[src/hw/spis_pkg.sv]
// Purpose: shared constants for the stack pointer and interrupt sequencer
// Assumes: APB register map, 32-bit data, one word per register
// Notes: printed offsets are register indices; byte address is four times index
package spis_pkg;
   // ****************************************************************
   // Register indices and byte addresses
   // ****************************************************************
   localparam logic [7:0] SPIS_IDX_SP_LOW = 8'h3d;
   localparam logic [7:0] SPIS_IDX_SP_HIGH = 8'h3e;
   localparam logic [7:0] SPIS_IDX_STATUS = 8'h3f;
   localparam logic [7:0] SPIS_IDX_IRQ_EN = 8'h3b;
   localparam logic [7:0] SPIS_IDX_IRQ_FLAG = 8'h3a;
   localparam logic [7:0] SPIS_IDX_VECTOR = 8'h39;
   localparam logic [7:0] SPIS_IDX_SEQ = 8'h38;
   localparam logic [11:0] SPIS_ADDR_SP_LOW = {2'h0, SPIS_IDX_SP_LOW, 2'h0};
   localparam logic [11:0] SPIS_ADDR_SP_HIGH = {2'h0, SPIS_IDX_SP_HIGH, 2'h0};
   localparam logic [11:0] SPIS_ADDR_STATUS = {2'h0, SPIS_IDX_STATUS, 2'h0};
   localparam logic [11:0] SPIS_ADDR_IRQ_EN = {2'h0, SPIS_IDX_IRQ_EN, 2'h0};
   localparam logic [11:0] SPIS_ADDR_IRQ_FLAG = {2'h0, SPIS_IDX_IRQ_FLAG, 2'h0};
   localparam logic [11:0] SPIS_ADDR_VECTOR = {2'h0, SPIS_IDX_VECTOR, 2'h0};
   localparam logic [11:0] SPIS_ADDR_SEQ = {2'h0, SPIS_IDX_SEQ, 2'h0};
   // ****************************************************************
   // Field positions and timing
   // ****************************************************************
   localparam int SPIS_GIE_BIT = 7;
   localparam logic [3:0] SPIS_ENTRY_CYCLES = 4'h4;
   localparam logic [3:0] SPIS_RETURN_CYCLES = 4'h4;
   localparam logic [3:0] SPIS_WAKE_EXTRA = 4'h4;
   localparam logic [15:0] SPIS_STEP_ONE = 16'h0001;
   localparam logic [15:0] SPIS_STEP_TWO = 16'h0002;
   localparam logic [15:0] SPIS_RESET_VECTOR = 16'h0000;
   localparam logic [15:0] SPIS_TOP_OF_DATA_MEMORY = 16'h025f;
   // ****************************************************************
   // Core operations
   // ****************************************************************
   typedef enum logic [2:0] {
      SPIS_OP_NONE = 3'h0,
      SPIS_OP_STORE = 3'h1,
      SPIS_OP_LOAD = 3'h2,
      SPIS_OP_CALL = 3'h3,
      SPIS_OP_RET = 3'h4,
      SPIS_OP_HRET = 3'h5,
      SPIS_OP_GSET = 3'h6,
      SPIS_OP_GCLR = 3'h7
   } spis_op_t;
   typedef enum logic [1:0] {
      SPIS_ST_RUN = 2'b00,
      SPIS_ST_ENTRY = 2'b01,
      SPIS_ST_RETURN = 2'b11
   } spis_state_t;
endpackage : spis_pkg

[src/hw/spis_prio_enc.sv]
// Purpose: fixed priority picker, lowest index wins
// Assumes: request bit 0 is the highest priority source
// Notes: purely combinational
`timescale 1ns/100ps
module spis_prio_enc #(
   parameter int N = 8
) (
   input wire logic [N-1:0] req,
   output logic any,
   output logic [$clog2(N)-1:0] idx
);
   // Scan from the top so the lowest index is left standing
   always_comb begin
      any = 1'b0;
      idx = '0;
      for (int i = N - 1; i >= 0; i--) begin
         if (req[i]) begin
            any = 1'b1;
            idx = i[$clog2(N)-1:0];
         end
      end
   end
endmodule : spis_prio_enc

[src/hw/spis_sequencer.sv]
// Purpose: stack pointer and reset/interrupt sequencing of a small core
// Assumes: core issues one op per cycle on op_valid; pclk is the core clock
// Notes: sources are synchronised here; stack bytes go to sram ports
`timescale 1ns/100ps
module spis_sequencer
   import spis_pkg::*;
#(
   parameter int N_SRC = 8,
   parameter int SP_BITS = 10,
   parameter logic [N_SRC-1:0] LEVEL_MASK = 8'h00
) (
   input wire logic pclk, // used directly, no divider
   input wire logic presetn,
   input wire logic psel,
   input wire logic penable,
   input wire logic pwrite,
   input wire logic [11:0] paddr,
   input wire logic [31:0] pwdata,
   input wire logic [3:0] pstrb,
   output logic [31:0] prdata,
   output logic pready,
   output logic pslverr,
   input wire logic op_valid,
   input wire logic [2:0] op_code,
   input wire logic [7:0] op_wdata,
   input wire logic [15:0] op_ret_addr,
   input wire logic instr_done,
   input wire logic sleeping,
   input wire logic [N_SRC-1:0] src_in,
   output logic sram_we,
   output logic sram_re,
   output logic [15:0] sram_addr,
   output logic [7:0] sram_wdata,
   input wire logic [7:0] sram_rdata,
   output logic [7:0] op_rdata,
   output logic irq_taken,
   output logic [15:0] vector_addr,
   output logic core_stall,
   output logic gie
);
   // ****************************************************************
   // Declarations
   // ****************************************************************
   localparam logic [SP_BITS-1:0] SP_RST = SPIS_TOP_OF_DATA_MEMORY[SP_BITS-1:0];
   localparam logic [15:0] SP_KEEP = 16'hffff >> (16 - SP_BITS);
   logic [15:0] sp_reg, sp_next;
   logic gie_reg, gie_next;
   logic [N_SRC-1:0] en_reg;
   logic [N_SRC-1:0] flag_reg;
   logic [N_SRC-1:0] src_s1, src_s2, src_s3;
   logic [N_SRC-1:0] edge_ev, cond, req;
   logic hold_reg;
   logic [3:0] cnt_reg;
   spis_state_t state_reg;
   logic [15:0] vec_reg;
   logic pick_any;
   logic [$clog2(N_SRC)-1:0] pick_idx;
   logic take;
   logic [7:0] ret_hi_reg;
   logic wr_acc, rd_acc;
   logic [7:0] wbyte;
   logic op_is_gset, op_is_gclr;
   assign wr_acc = psel && penable && pwrite;
   assign rd_acc = psel && penable && !pwrite;
   assign wbyte = pstrb[0] ? pwdata[7:0] : 8'h00;
   assign op_is_gset = op_valid && (op_code == SPIS_OP_GSET);
   assign op_is_gclr = op_valid && (op_code == SPIS_OP_GCLR);
   // ****************************************************************
   // Source synchronisers and edge capture
   // ****************************************************************
   // Pins are asynchronous; first stage read only by the second
   always_ff @(posedge pclk or negedge presetn) begin
      if (!presetn) begin
         src_s1 <= '0;
         src_s2 <= '0;
         src_s3 <= '0;
      end else begin
         src_s1 <= src_in;
         src_s2 <= src_s1;
         src_s3 <= src_s2;
      end
   end
   assign edge_ev = src_s2 & ~src_s3 & ~LEVEL_MASK;
   assign cond = src_s2 & LEVEL_MASK; // live level, no latch
   // ****************************************************************
   // Interrupt flags
   // ****************************************************************
   // Event set wins over a software or vectoring clear
   always_ff @(posedge pclk or negedge presetn) begin
      if (!presetn) begin
         flag_reg <= '0;
      end else begin
         flag_reg <= (flag_reg
            & ~((wr_acc && paddr == SPIS_ADDR_IRQ_FLAG && pstrb[0]) ? pwdata[N_SRC-1:0] : '0)
            & ~((take && !LEVEL_MASK[pick_idx]) ? (N_SRC'(1) << pick_idx) : '0))
            | edge_ev; // kept until served or cleared
      end
   end
   // Individual enables
   always_ff @(posedge pclk or negedge presetn) begin
      if (!presetn) begin
         en_reg <= '0;
      end else if (wr_acc && paddr == SPIS_ADDR_IRQ_EN && pstrb[0]) begin
         en_reg <= pwdata[N_SRC-1:0];
      end
   end
   // ****************************************************************
   // Arbitration
   // ****************************************************************
   assign req = (flag_reg | cond) & en_reg;
   spis_prio_enc #(.N(N_SRC)) u_prio (
      .req(req),
      .any(pick_any),
      .idx(pick_idx)
   );
   // same-cycle global clear vetoes; hold one instruction
   assign take = (state_reg == SPIS_ST_RUN) && pick_any && gie_reg && !op_is_gclr
      && !hold_reg && instr_done;
   // Hold-off after handler return or a global set while disabled, cleared by next instruction
   always_ff @(posedge pclk or negedge presetn) begin
      if (!presetn) begin
         hold_reg <= 1'b0;
      end else if (state_reg == SPIS_ST_RETURN && cnt_reg == 4'h1) begin
         hold_reg <= 1'b1;
      end else if (op_is_gset && !gie_reg) begin
         hold_reg <= 1'b1;
      end else if (instr_done && state_reg == SPIS_ST_RUN) begin
         hold_reg <= 1'b0;
      end
   end
   // ****************************************************************
   // Entry and return sequencer
   // ****************************************************************
   // Entry pushes the low byte at acceptance and the high byte when the count equals SPIS_ENTRY_CYCLES
   always_ff @(posedge pclk or negedge presetn) begin
      if (!presetn) begin
         state_reg <= SPIS_ST_RUN;
         cnt_reg <= 4'h0;
         vec_reg <= SPIS_RESET_VECTOR; // reset vector first
      end else begin
         case (state_reg)
            SPIS_ST_RUN: begin
               if (take) begin
                  state_reg <= SPIS_ST_ENTRY;
                  cnt_reg <= sleeping ? SPIS_ENTRY_CYCLES + SPIS_WAKE_EXTRA : SPIS_ENTRY_CYCLES;
                  vec_reg <= 16'(pick_idx) + SPIS_STEP_ONE; // index+1, reset at zero
               end else if (op_valid && op_code == SPIS_OP_HRET) begin
                  state_reg <= SPIS_ST_RETURN;
                  cnt_reg <= SPIS_RETURN_CYCLES;
               end
            end
            SPIS_ST_ENTRY, SPIS_ST_RETURN: begin
               cnt_reg <= cnt_reg - 4'h1;
               if (cnt_reg == 4'h1) begin
                  state_reg <= SPIS_ST_RUN;
               end
            end
            default: begin
               state_reg <= SPIS_ST_RUN;
               cnt_reg <= 4'h0;
            end
         endcase
      end
   end
   assign core_stall = (state_reg != SPIS_ST_RUN);
   assign irq_taken = (state_reg == SPIS_ST_ENTRY) && (cnt_reg == 4'h1);
   assign vector_addr = vec_reg;
   // ****************************************************************
   // Global enable
   // ****************************************************************
   // Status register holds only this bit here; other flags live in the ALU
   always_comb begin
      gie_next = gie_reg;
      if (op_is_gset) gie_next = 1'b1;
      if (op_is_gclr) gie_next = 1'b0;
      if (wr_acc && paddr == SPIS_ADDR_STATUS && pstrb[0]) gie_next = pwdata[SPIS_GIE_BIT];
      if (state_reg == SPIS_ST_RETURN && cnt_reg == 4'h1) gie_next = 1'b1;
      if (take) gie_next = 1'b0;
   end
   always_ff @(posedge pclk or negedge presetn) begin
      if (!presetn) gie_reg <= 1'b0;
      else gie_reg <= gie_next;
   end
   assign gie = gie_reg;
   // ****************************************************************
   // Stack pointer
   // ****************************************************************
   // Downward growth: stores decrement, loads increment
   // Each stack op settles within its one clock, matching the single-cycle ALU path
   always_comb begin
      sp_next = sp_reg;
      if (take) begin
         sp_next = sp_reg - SPIS_STEP_TWO;
      end else if (state_reg == SPIS_ST_RUN && op_valid) begin
         case (op_code)
            SPIS_OP_STORE: sp_next = sp_reg - SPIS_STEP_ONE;
            SPIS_OP_LOAD: sp_next = sp_reg + SPIS_STEP_ONE;
            SPIS_OP_CALL: sp_next = sp_reg - SPIS_STEP_TWO;
            SPIS_OP_RET, SPIS_OP_HRET: sp_next = sp_reg + SPIS_STEP_TWO;
            default: sp_next = sp_reg;
         endcase
      end else if (wr_acc && paddr == SPIS_ADDR_SP_LOW && pstrb[0]) begin
         sp_next = {sp_reg[15:8], wbyte};
      end else if (wr_acc && paddr == SPIS_ADDR_SP_HIGH && pstrb[0]) begin
         sp_next = {wbyte, sp_reg[7:0]};
      end
      sp_next = sp_next & SP_KEEP;
   end
   always_ff @(posedge pclk or negedge presetn) begin
      if (!presetn) sp_reg <= {{(16 - SP_BITS){1'b0}}, SP_RST};
      else sp_reg <= sp_next;
   end
   // ****************************************************************
   // Stack memory port
   // ****************************************************************
   // Byte pushes write at pointer then move; pops move then read
   always_ff @(posedge pclk or negedge presetn) begin
      if (!presetn) begin
         sram_we <= 1'b0;
         sram_re <= 1'b0;
         sram_addr <= 16'h0000;
         sram_wdata <= 8'h00;
         ret_hi_reg <= 8'h00;
      end else begin
         sram_we <= 1'b0;
         sram_re <= 1'b0;
         if (take) begin
            sram_we <= 1'b1;
            sram_addr <= sp_reg; // low byte first
            sram_wdata <= op_ret_addr[7:0];
            ret_hi_reg <= op_ret_addr[15:8];
         end else if (state_reg == SPIS_ST_ENTRY && cnt_reg == SPIS_ENTRY_CYCLES) begin
            sram_we <= 1'b1;
            sram_addr <= (sp_reg + SPIS_STEP_ONE) & SP_KEEP;
            sram_wdata <= ret_hi_reg;
         end else if (state_reg == SPIS_ST_RUN && op_valid && op_code == SPIS_OP_STORE) begin
            sram_we <= 1'b1;
            sram_addr <= sp_reg;
            sram_wdata <= op_wdata;
         end else if (state_reg == SPIS_ST_RUN && op_valid && op_code == SPIS_OP_LOAD) begin
            sram_re <= 1'b1;
            sram_addr <= sp_next;
         end
      end
   end
   assign op_rdata = sram_rdata; // byte from the stack
   // ****************************************************************
   // APB read side
   // ****************************************************************
   assign pready = 1'b1;
   assign pslverr = 1'b0;
   always_ff @(posedge pclk or negedge presetn) begin
      if (!presetn) begin
         prdata <= 32'h00000000;
      end else if (psel && !penable && !pwrite) begin
         case (paddr)
            SPIS_ADDR_SP_LOW: prdata <= {24'h000000, sp_reg[7:0]};
            SPIS_ADDR_SP_HIGH: prdata <= {24'h000000, sp_reg[15:8]};
            SPIS_ADDR_STATUS: prdata <= {24'h000000, gie_reg, 7'h00};
            SPIS_ADDR_IRQ_EN: prdata <= 32'(en_reg);
            SPIS_ADDR_IRQ_FLAG: prdata <= 32'(flag_reg);
            SPIS_ADDR_VECTOR: prdata <= {16'h0000, vec_reg};
            SPIS_ADDR_SEQ: prdata <= {28'h0000000, hold_reg, core_stall, state_reg};
            default: prdata <= 32'h00000000;
         endcase
      end
   end
endmodule : spis_sequencer

[config.mk]
export PLATFORM = sky130hd
export DESIGN_NAME = spis_sequencer
export DESIGN_NICKNAME = d
export VERILOG_FILES = /design/src/hw/spis_pkg.sv /design/src/hw/spis_prio_enc.sv /design/src/hw/spis_sequencer.sv
export SDC_FILE = /design/constraint.sdc
export NUM_CORES = 1
export LEC_CHECK = 0
export BUFFER_PORTS_ARGS = -buffer_cell sky130_fd_sc_hd__buf_2
export CAP_MARGIN = 20
export CORE_MARGIN = 2
export CORE_UTILIZATION = 30
export DETAILED_ROUTE_END_ITERATION = 6
export GPL_TIMING_DRIVEN = 0
export HOLD_SLACK_MARGIN = 0.08
export PLACE_DENSITY = 0.5
export SLEW_MARGIN = 40
export SYNTH_ARGS = -nofsm -noshare
export SYNTH_HDL_FRONTEND = slang
export SYNTH_HIERARCHICAL = 1
export SYNTH_SLANG_ARGS = --single-unit
[constraint.sdc]
create_clock -name pclk -period 2.38 [get_ports pclk]
set_input_delay 0 -clock pclk [delete_from_list [all_inputs] [get_ports pclk]]
set_output_delay 0 -clock pclk [all_outputs]
set_load 0.005 [all_outputs]
==> flow_metrics.env, run 1 <==
export IMPL_critical_path_startpoint="sp_reg[1]"
export IMPL_violations="setup timing"
export IMPL_grt_max_degree=68
export IMPL_yosys_warnings=6
export IMPL_grt_pass1_wl_um=34500
export IMPL_syn_to_final_growth_pct=43.2
export IMPL_grt_overflow=0
export IMPL_io_pins=186
export IMPL_drt_iter0_markers=634
export IMPL_wirelength_um=22800
export IMPL_place_gp_congestion=0.992
export IMPL_required_ps=2660
export IMPL_relSlewSlack=0.502
export IMPL_cts_tree="done"
export IMPL_max_slew_worst_pin_slew_ps=748
export IMPL_dieHeight_um=149
export IMPL_synth_ff_type="dfrtp_1"
export IMPL_p_per_area_nw_per_um2=815
export IMPL_drc=0
export IMPL_antenna_found_initial=0
export IMPL_hold_slack_ps=115
export IMPL_holdCritStartpoint="op_code[0]"
export IMPL_die_w_um=149
export IMPL_grt_usage=0.204
export IMPL_maxCapViolCount=0
export IMPL_startpoint_type="flop"
export IMPL_fin_crit_ps=2440
export IMPL_dpl_hpwl_um=16400
export IMPL_grt_pass1_vias=5992
export IMPL_rsz0062_at_grt="yes"
export IMPL_vdd_drop_max_uv=354
export IMPL_syn_area_per_cell_um2=8.76
export IMPL_slew_violations=0
export IMPL_coreArea_um2=20900
export IMPL_synth_edff_count=0
export IMPL_insertion_delay_ps=360
export IMPL_design_area_um2=9050
export IMPL_timing_hold_violations_final=0
export IMPL_drive_gt1_frac=0.355
export IMPL_synthesis_instances=722
export IMPL_finalNetCount=1076
export IMPL_final_setup_worst_slack_ps=-63.7
export IMPL_vias_per_cell=5.10
export IMPL_firstDrtPassIters=6
export IMPL_crit_path_end_kind="flop"
export IMPL_yosysSeqAreaShare=0.389
export IMPL_antenna_cells=0
export IMPL_synth_top_area_frac=0.360
export IMPL_clock_sinks=98
export IMPL_io_buffers=105
export IMPL_wl_per_cell_um=18.3
export IMPL_post_place_ws_ps=-853
export IMPL_fin_skew_ps=10.4
export IMPL_hp_class="in -> reg"
export IMPL_place_area_um2=7410
export IMPL_die_area_um2=22300
export IMPL_cts_buffer_depth=2
export IMPL_fmax_mhz=409
export IMPL_htreeDepth=3
export IMPL_leakage_nw=4.19
export IMPL_rows=53
export IMPL_fillerInstances=2072
export IMPL_setup_viol=4
export IMPL_async_reset_ff_frac=1.00
export IMPL_synthesis_area_um2=6320
export IMPL_tns_ps=-198
export IMPL_worstPathMaxFanout=7
export IMPL_cts_made_buffers=9
export IMPL_period_share=1.03
export IMPL_synth_top_area_cell="dfrtp_1"
export IMPL_total_power_mw=7.38
export IMPL_multi_input_area_um2=3710
export IMPL_reg2reg_from="sp_reg[1]"
export IMPL_clkTransAtPathRegs_ps=70
export IMPL_status="finished with violations"
export IMPL_start_util=0.303
export IMPL_root_buffer="clkbuf_16"
export IMPL_ant_nets=0
export IMPL_vias=6343
export IMPL_ys_top_cells_by_area="dfrtp_1 (36%), buf_4 (6.2%), nand2_1 (5.1%)"
export IMPL_critPathKind="reg -> reg"
export IMPL_ys_ff_latch=98
export IMPL_cp_arrival_ps=2720
export IMPL_synth_distinct_cells=76
export IMPL_seqCellArea_um2=2460
## per-stage QoR
stage / instances / util
6_report: 1244 / 0.433
5_1_grt: 1244 / 0.433
4_1_cts: 1234 / 0.421
3_5_place_dp: 1145 / 0.355
3_3_place_gp: 1144 / 0.353
2_1_floorplan: 764 / -
## what timing repair did
| item | in CTS | in global routing |
|---|---|---|
| setup buffers | 30 | 11 |
| endpoints found under the setup margin | 56 | 41 |
| gates cloned | 0 | 1 |
| resized for setup | 93 | 55 |
| hold endpoints to repair | 141 | 0 |
| hold buffers | 45 | 0 |
| pin swaps | 24 | 18 |
## cell usage in the layout, fill, tap and decap left out, drive strengths merged, types with 4 or more instances in the layout
master / instances
a211oi: 9
a21boi: 4
a21oi: 38
a222oi: 6
a22oi: 16
a311oi: 4
a31oi: 12
and2: 13
buf: 219
clkbuf: 36
conb: 44
dfrtp: 91
dfstp: 7
dlygate4sd3: 45
ha: 13
inv: 32
mux2: 13
mux2i: 15
nand2: 88
nand2b: 6
nand3: 26
nand4: 9
nor2: 41
nor2b: 8
nor3: 7
nor3b: 6
nor4: 6
o211ai: 6
o21ai: 52
o22ai: 8
o31ai: 4
or3b: 8
xnor2: 8
xor2: 5
## synthesized netlist by cell type (all sizes together) (4+ instances only)
cell,instances
nor3,7
ha,13
o211ai,6
or3b,8
a311oi,4
a21oi,38
a22oi,16
a211oi,9
inv,28
nand2b,6
mux2,13
clkbuf,30
dfstp,7
nor2b,8
o31ai,4
xor2,5
mux2i,15
nor2,41
dfrtp,91
nand3,26
a21boi,4
nand2,88
nand4,9
o21ai,52
a31oi,12
o22ai,8
nor4,6
buf,71
a222oi,6
and2,13
xnor2,8
nor3b,6
## power by group
part | internal (mW) | switching [mW] | total [mW]
Clock | 0.866 | 0.707 | 1.57
Sequential | 2.02 | 0.312 | 2.34
Combinational | 1.52 | 1.95 | 3.47
## final timing paths
check	end	slack, ps	depth (start not counted)
setup / recovery	sp_reg[7]	-60	7
min in group asynchronous	sram_wdata[2]	620	3
setup reg to reg	sp_reg[7]	-60	7
max in group asynchronous	ret_hi_reg[2]	1010	4
hold / removal	sram_re	120	3
hold reg to reg	src_s2[3]	350	0
## metal layers
metal / global-route usage / wire (µm) / up-vias
met3: 0.0303 / 1490 / 47
met4: 0.0952 / 724 / 0
met5: 0 / 0 / -
li1: - / - / 3012
met1: 0.277 / 9980 / 3009
met2: 0.321 / 10600 / 275
## kinds of logic (layout without fill, tap and decap cells)
family                     Yosys count  after routing  synth area share
DFF                                 98             98             0.389
muxes                               30             30            0.0546
adders and majority gates           13             13            0.0257
and+or+nand+nor                    238            238             0.192
xor gates and xnor gates            13             13            0.0180
AOI/OAI and AO/OA                  199            199             0.210
other                                2             44           0.00119
buffers and inverters              129            334             0.109
## critical path, stage by stage, from the launching register on
cell	delay, ps
dfstp_2	620
ha_4	210
and4_4	320
nand3_1	170
a2111oi_2	400
a211oi_1	130
o22a_1	330
a21oi_2	170
## layout make-up
class | instances | area share
Multi-Input combinational cell | 537 | 0.410
Sequential cell | 98 | 0.272
Timing Repair Buffer | 193 | 0.154
Buffer | 97 | 0.0782
Tap cell | 275 | 0.0380
Clock buffer | 10 | 0.0264
Inverter | 28 | 0.0133
Clock inverter | 6 | 0.00857
(Power assumes the default switching activity.)
==> run 2, diff against run 1 <==
--- a/config.mk
+++ b/config.mk
@@ -7,12 +7,13 @@
 export LEC_CHECK = 0
 export BUFFER_PORTS_ARGS = -buffer_cell sky130_fd_sc_hd__buf_2
 export CAP_MARGIN = 20
+export CORE_ASPECT_RATIO = 1.25
 export CORE_MARGIN = 2
-export CORE_UTILIZATION = 30
+export CORE_UTILIZATION = 38
 export DETAILED_ROUTE_END_ITERATION = 6
 export GPL_TIMING_DRIVEN = 0
 export HOLD_SLACK_MARGIN = 0.08
-export PLACE_DENSITY = 0.5
+export PLACE_DENSITY = 0.61
 export SLEW_MARGIN = 40
 export SYNTH_ARGS = -nofsm -noshare
 export SYNTH_HDL_FRONTEND = slang
==> flow_metrics.env, run 2 (synthesis gave the netlist of run 1 again) <==
export IMPL_status="finished with violations"
export IMPL_violations="setup timing"
export IMPL_cpPeakStageDelay_ps=390
export IMPL_cp_arrival_ps=2590
export IMPL_grt_usage=0.249
export IMPL_fmax_mhz=420
export IMPL_startpoint_type="flop"
export IMPL_period_share=1.00
export IMPL_place_gp_congestion=0.927
export IMPL_fin_skew_ps=7.62
export IMPL_vias_per_cell=5.39
export IMPL_antenna_found_initial=0
export IMPL_crit_path_top_delay_cell="dfrtp_1"
export IMPL_layout_commonest_cell="buf_2"
export IMPL_relSlewSlack=0.583
export IMPL_dpl_hpwl_um=16200
export IMPL_ant_nets=0
export IMPL_drive_gt1_frac=0.342
export IMPL_setup_viol=1
export IMPL_cts_made_buffers=9
export IMPL_start_util=0.389
export IMPL_htreeDepth=3
export IMPL_die_area_um2=17700
export IMPL_vdd_drop_max_uv=381
export IMPL_p_per_area_nw_per_um2=829
export IMPL_drc=0
export IMPL_grt_pass1_vias=6203
export IMPL_rsz0062_at_grt="yes"
export IMPL_cts_tree="done"
export IMPL_wirelength_um=22400
export IMPL_leakage_nw=4.12
export IMPL_grt_max_degree=73
export IMPL_final_setup_worst_slack_ps=-3.29
export IMPL_antenna_cells=0
export IMPL_hp_class="in -> async"
export IMPL_firstDrtPassIters=5
export IMPL_worstPathMaxFanout=8
export IMPL_cp_cell_sequence="and2_4 -> nor4_4 -> nand2_1 -> nor4bb_4 -> and3b_2 -> buf_12 -> buf_4 -> a22oi_2 -> o21a_1 -> a41oi_2"
export IMPL_grt_overflow=0
export IMPL_rows=52
export IMPL_dpl_cell_count=1086
export IMPL_timing_hold_violations_final=0
export IMPL_critPathKind="reg -> reg"
export IMPL_clkTransAtPathRegs_ps=80
export IMPL_drt_iter0_markers=584
export IMPL_final_core_util=0.541
export IMPL_vias=6331
export IMPL_grt_pass1_wl_um=34200
export IMPL_coreArea_um2=16300
export IMPL_slew_violations=0
export IMPL_post_place_ws_ps=-645
export IMPL_wl_per_cell_um=19.1
export IMPL_io_pins=186
export IMPL_die_w_um=119
export IMPL_fillerInstances=1524
export IMPL_fin_crit_ps=2380
export IMPL_finalNetCount=1065
export IMPL_required_ps=2590
export IMPL_max_slew_worst_pin_slew_ps=625
export IMPL_io_buffers=105
export IMPL_cts_buffer_depth=2
export IMPL_syn_to_final_growth_pct=39.1
export IMPL_insertion_delay_ps=350
export IMPL_root_buffer="clkbuf_16"
export IMPL_maxCapViolCount=0
export IMPL_clock_sinks=98
export IMPL_crit_path_end_kind="flop"
export IMPL_dieHeight_um=148
export IMPL_stdcell_count=1174
export IMPL_final_cell_mix="buf_2 (112), dfrtp_1 (91), nand2_1 (86)"
run 2: layout make-up:
| cell class | instances | area [µm²] | area share |
|---|---|---|---|
| multi-input cells | 537 | 3670 | 0.417 |
| well taps | 216 | 270 | 0.0307 |
| clock inverters | 7 | 100 | 0.0114 |
| inverters | 28 | 115 | 0.0131 |
| repair buffers | 181 | 1270 | 0.144 |
| plain buffers | 98 | 693 | 0.0788 |
| flip-flops and latches | 98 | 2460 | 0.280 |
| clock buffers | 9 | 225 | 0.0256 |
run 2: per-layer routing:
metal | up-vias | global-route usage | wire length, µm
li1 | 2957 | - | -
met1 | 2994 | 0.311 | 8800
met2 | 321 | 0.425 | 11300
met3 | 59 | 0.0376 | 1490
met4 | 0 | 0.116 | 861
met5 | - | 0 | 0
run 2: timing repair:
item                       in CTS  in global routing
hold endpoints to repair      138                  0
setup endpoints to repair      55                 52
hold buffers                   43                  0
gates cloned                    0                  0
pin swaps                      15                 30
gates resized for setup        69                 60
buffers inserted               19                 13
run 2: final timing paths:
kind	start	to	slack, ps	depth (start not counted)
hold reg to reg	src_s1[0]	src_s2[0]	350	0
min in group pclk	op_code[0]	sram_re	120	3
setup / recovery	flag_reg[7]	sram_addr[4]	-3	10
setup reg to reg	flag_reg[7]	sram_addr[4]	-3	10
max in group asynchronous	presetn	sp_reg[4]	1610	3
hold / removal	presetn	src_s1[7]	80	2
run 2: worst max-delay path: cells and delay by family, from the launching register on:
family | cells | cell delay, ps
and+or+nand+nor | 5 | 1080
AOI/OAI and AO/OA | 3 | 420
buffers and inverters | 2 | 330
DFF | 1 | 390
run 2: report_power, final:
group / total [mW] / internal (mW) / switching, mW
Sequential: 2.35 / 2.02 / 0.329
Combinational: 3.37 / 1.48 / 1.89
Clock: 1.57 / 0.847 / 0.726
Total: 7.29 / 4.35 / 2.95
run 2: metrics by stage:
stage / power (mW) / setup TNS, ps / instance area, µm² / hold slack (ps)
6_report: 7.29 / -3.29 / 8800 / 83.9
5_1_grt: 7.70 / -751 / 8800 / 103
4_1_cts: 7.02 / -36.5 / 8470 / 82.5
3_5_place_dp: 5.09 / -24200 / 7330 / -135
3_3_place_gp: 5.09 / -25730 / 7290 / 107
2_1_floorplan: 4.07 / 0 / 6490 / -296
==> run 3, diff against run 2 <==
--- a/config.mk
+++ b/config.mk
@@ -17,5 +17,4 @@
 export SLEW_MARGIN = 40
 export SYNTH_ARGS = -nofsm -noshare
 export SYNTH_HDL_FRONTEND = slang
-export SYNTH_HIERARCHICAL = 1
 export SYNTH_SLANG_ARGS = --single-unit
==> flow_metrics.env, run 3 <==
export IMPL_p_per_area_nw_per_um2=842
export IMPL_dpl_hpwl_um=15800
export IMPL_synth_adder_area_share=0.0257
export IMPL_die_w_um=120
export IMPL_grt_usage=0.249
export IMPL_yosysSeqAreaShare=0.388
export IMPL_synth_compound_area_frac=0.204
export IMPL_grt_overflow=0
export IMPL_io_pins=186
export IMPL_synth_commonest_cells="nand2_1 (115), dfrtp_1 (91), buf_4 (53), nor2_1 (38), a21oi_1 (32)"
export IMPL_cts_buffer_depth=2
export IMPL_async_reset_ff_frac=1.00
export IMPL_fmax_mhz=408
export IMPL_firstDrtPassIters=5
export IMPL_cts_tree="done"
export IMPL_p_sw_frac=0.409
export IMPL_drive_gt1_frac=0.322
export IMPL_required_ps=2630
export IMPL_fin_crit_ps=2450
export IMPL_rows=52
export IMPL_synthXorXnorAreaFrac=0.0166
export IMPL_htreeDepth=3
export IMPL_startpoint_type="flop"
export IMPL_slew_violations=0
export IMPL_clock_sinks=98
export IMPL_antenna_found_initial=0
export IMPL_layout_commonest_cell="nand2_1"
export IMPL_synthesis_area_um2=6340
export IMPL_setup_viol=4
export IMPL_rsz0062_at_grt="yes"
export IMPL_max_slew_worst_pin_slew_ps=659
export IMPL_ys_ff_latch=98
export IMPL_path_delay_family="simple AND/OR/NAND/NOR gates"
export IMPL_timing_hold_violations_final=0
export IMPL_crit_path_top_delay_cell="or4b_4"
export IMPL_final_setup_worst_slack_ps=-71.3
export IMPL_synth_mux_area_frac=0.0495
export IMPL_synth_edff_count=0
export IMPL_fin_skew_ps=11.7
export IMPL_synth_top_family_by_area="simple AND/OR/NAND/NOR gates"
export IMPL_synth_most_common_cell="nand2_1"
export IMPL_cp_cell_sequence="clkinvlp_4 -> ha_4 -> or4b_4 -> or3_4 -> a32o_2 -> nor4_4 -> nor2b_1 -> nor3_2"
export IMPL_synth_distinct_cells=75
export IMPL_synth_simple_area_share=0.210
export IMPL_wl_per_cell_um=19.0
export IMPL_vdd_drop_max_uv=358
export IMPL_finalNetCount=1049
export IMPL_synth_top_area_cell="dfrtp_1"
export IMPL_cts_made_buffers=9
export IMPL_synth_ff_type="dfrtp_1"
export IMPL_period_share=1.03
export IMPL_p_int_mw=4.25
export IMPL_status="finished with violations"
export IMPL_synth_top_area_frac=0.359
export IMPL_ys_top_cells_by_area="dfrtp_1 (36%), nand2_1 (6.8%), buf_4 (6.3%)"
export IMPL_ant_nets=0
export IMPL_hold_slack_ps=84.4
export IMPL_fillerInstances=1575
export IMPL_io_buffers=104
export IMPL_leakage_nw=3.81
export IMPL_cpPeakStageDelay_ps=470
export IMPL_die_area_um2=17700
export IMPL_multi_input_area_um2=3660
export IMPL_yosys_warnings=0
export IMPL_power_frac_seq=0.328
export IMPL_relSlewSlack=0.561
export IMPL_root_buffer="clkbuf_16"
export IMPL_antenna_cells=0
export IMPL_cp_buffers_inverters=1
export IMPL_synthesis_instances=716
export IMPL_stdcell_count=1157
export IMPL_combPwrFrac=0.484
export IMPL_coreArea_um2=16300
export IMPL_violations="setup timing"
export IMPL_critPathKind="reg -> reg"
export IMPL_final_cell_mix="nand2_1 (113), buf_2 (110), dfrtp_1 (90)"
export IMPL_start_util=0.390
export IMPL_seqCellArea_um2=2460
export IMPL_maxCapViolCount=0
export IMPL_vias_per_cell=5.54
export IMPL_hp_class="in -> async"
export IMPL_wirelength_um=22000
export IMPL_cp_arrival_ps=2700
export IMPL_drt_iter0_markers=536
export IMPL_grt_pass1_vias=6319
export IMPL_pwr_share_clk=0.188
export IMPL_grt_pass1_wl_um=34200
export IMPL_drc=0
export IMPL_vias=6407
export IMPL_dieHeight_um=148
export IMPL_place_gp_congestion=1.01
export IMPL_clkTransAtPathRegs_ps=70
export IMPL_grt_max_degree=74
export IMPL_insertion_delay_ps=350
export IMPL_crit_path_end_kind="flop"
export IMPL_dpl_cell_count=1079
export IMPL_netSwitchingPower_mw=2.94
export IMPL_syn_area_per_cell_um2=8.85
export IMPL_syn_to_final_growth_pct=34.6
export IMPL_worstPathMaxFanout=6
-- run 3: cell count changes after synthesis, sizes merged, moves of 6 or more --
cell / before / now
o21ai: 52 / 32
o311ai: 0 / 6
a21oi: 38 / 32
a222oi: 6 / 0
a22oi: 16 / 23
a32o: 0 / 11
nor3: 7 / 19
nand2: 88 / 115
nand3: 26 / 13
and2: 13 / 6
-- run 3: final timing paths --
| check | cells after the start | to | start | slack, ps |
|---|---|---|---|---|
| min | 2 | prdata[0] | presetn | 80 |
| max reg2reg | 8 | sram_addr[9] | sp_reg[1] | -70 |
| min in group pclk | 4 | prdata[0] | psel | 140 |
| min reg2reg | 0 | src_s2[7] | src_s1[7] | 350 |
| max in group asynchronous | 3 | sp_reg[6] | presetn | 1630 |
| max | 8 | sram_addr[9] | sp_reg[1] | -70 |
-- run 3: layout make-up --
type | instances | share of cell area
buffer | 93 | 0.0726
clock buffer | 11 | 0.0273
clock inverter | 4 | 0.00337
inverter | 23 | 0.0114
multi-input combinational | 542 | 0.430
sequential | 98 | 0.289
tap | 216 | 0.0317
timing repair buffer | 170 | 0.136
-- run 3: per-layer routing --
metal | wire length, µm | track usage | part of all wire | vias up
met5 | 0 | 0 | 0 | -
met4 | 1460 | 0.168 | 0.066 | 0
met3 | 1260 | 0.0364 | 0.057 | 91
met2 | 11000 | 0.425 | 0.50 | 305
met1 | 8220 | 0.290 | 0.37 | 3070
li1 | - | - | - | 2941
-- run 3: worst register-to-register path, stage by stage (launching register included) --
cell and delay [ps]:
dfstp_2 430, clkinvlp_4 170, ha_4 170, or4b_4 480, or3_4 380, a32o_2 280, nor4_4 160, nor2b_1 90
nor3_2 190
-- run 3: cells by family (layout without fill, tap and decap cells) --
kind of cell | after synthesis | count (layout)
AND/OR/NAND/NOR | 262 | 262
other | 2 | 44
buffers and inverters | 118 | 301
multiplexers | 25 | 25
flip-flops | 98 | 98
AO/OA/AOI/OAI | 186 | 186
adder cells (fa/ha/maj) | 13 | 13
XOR/XNOR | 12 | 12
-- run 3: what timing repair did --
action / in CTS / in global routing
hold buffers: 44 / 0
hold endpoints to repair: 137 / 0
pin swaps: 9 / 14
setup buffers: 16 / 6
setup endpoints to repair: 48 / 36
resized for setup: 49 / 37
-- run 3: metrics by stage --
stage	utilization	setup WS, ps	TNS [ps]	cell area (µm²)	power [mW]
5_1_grt	0.525	-121	-547	8530	7.57
3_5_place_dp	0.451	-611	-13770	7340	5.13
4_1_cts	0.512	-70.6	-176	8330	6.87
3_3_place_gp	0.449	-669	-12720	7300	5.12
6_report	0.525	-71.3	-217	8530	7.19
2_1_floorplan	-	48.5	0	6510	4.12
-- run 3: power by group through the flow --
stage / Combinational [mW] / Sequential (mW) / Clock, mW
CTS: 3.16 / 2.33 / 1.38
global route: 3.74 / 2.38 / 1.44
finish: 3.48 / 2.35 / 1.35
global placement: 2.78 / 2.34 / 0
detailed placement: 2.79 / 2.34 / 0
floorplan: 1.86 / 2.26 / 0
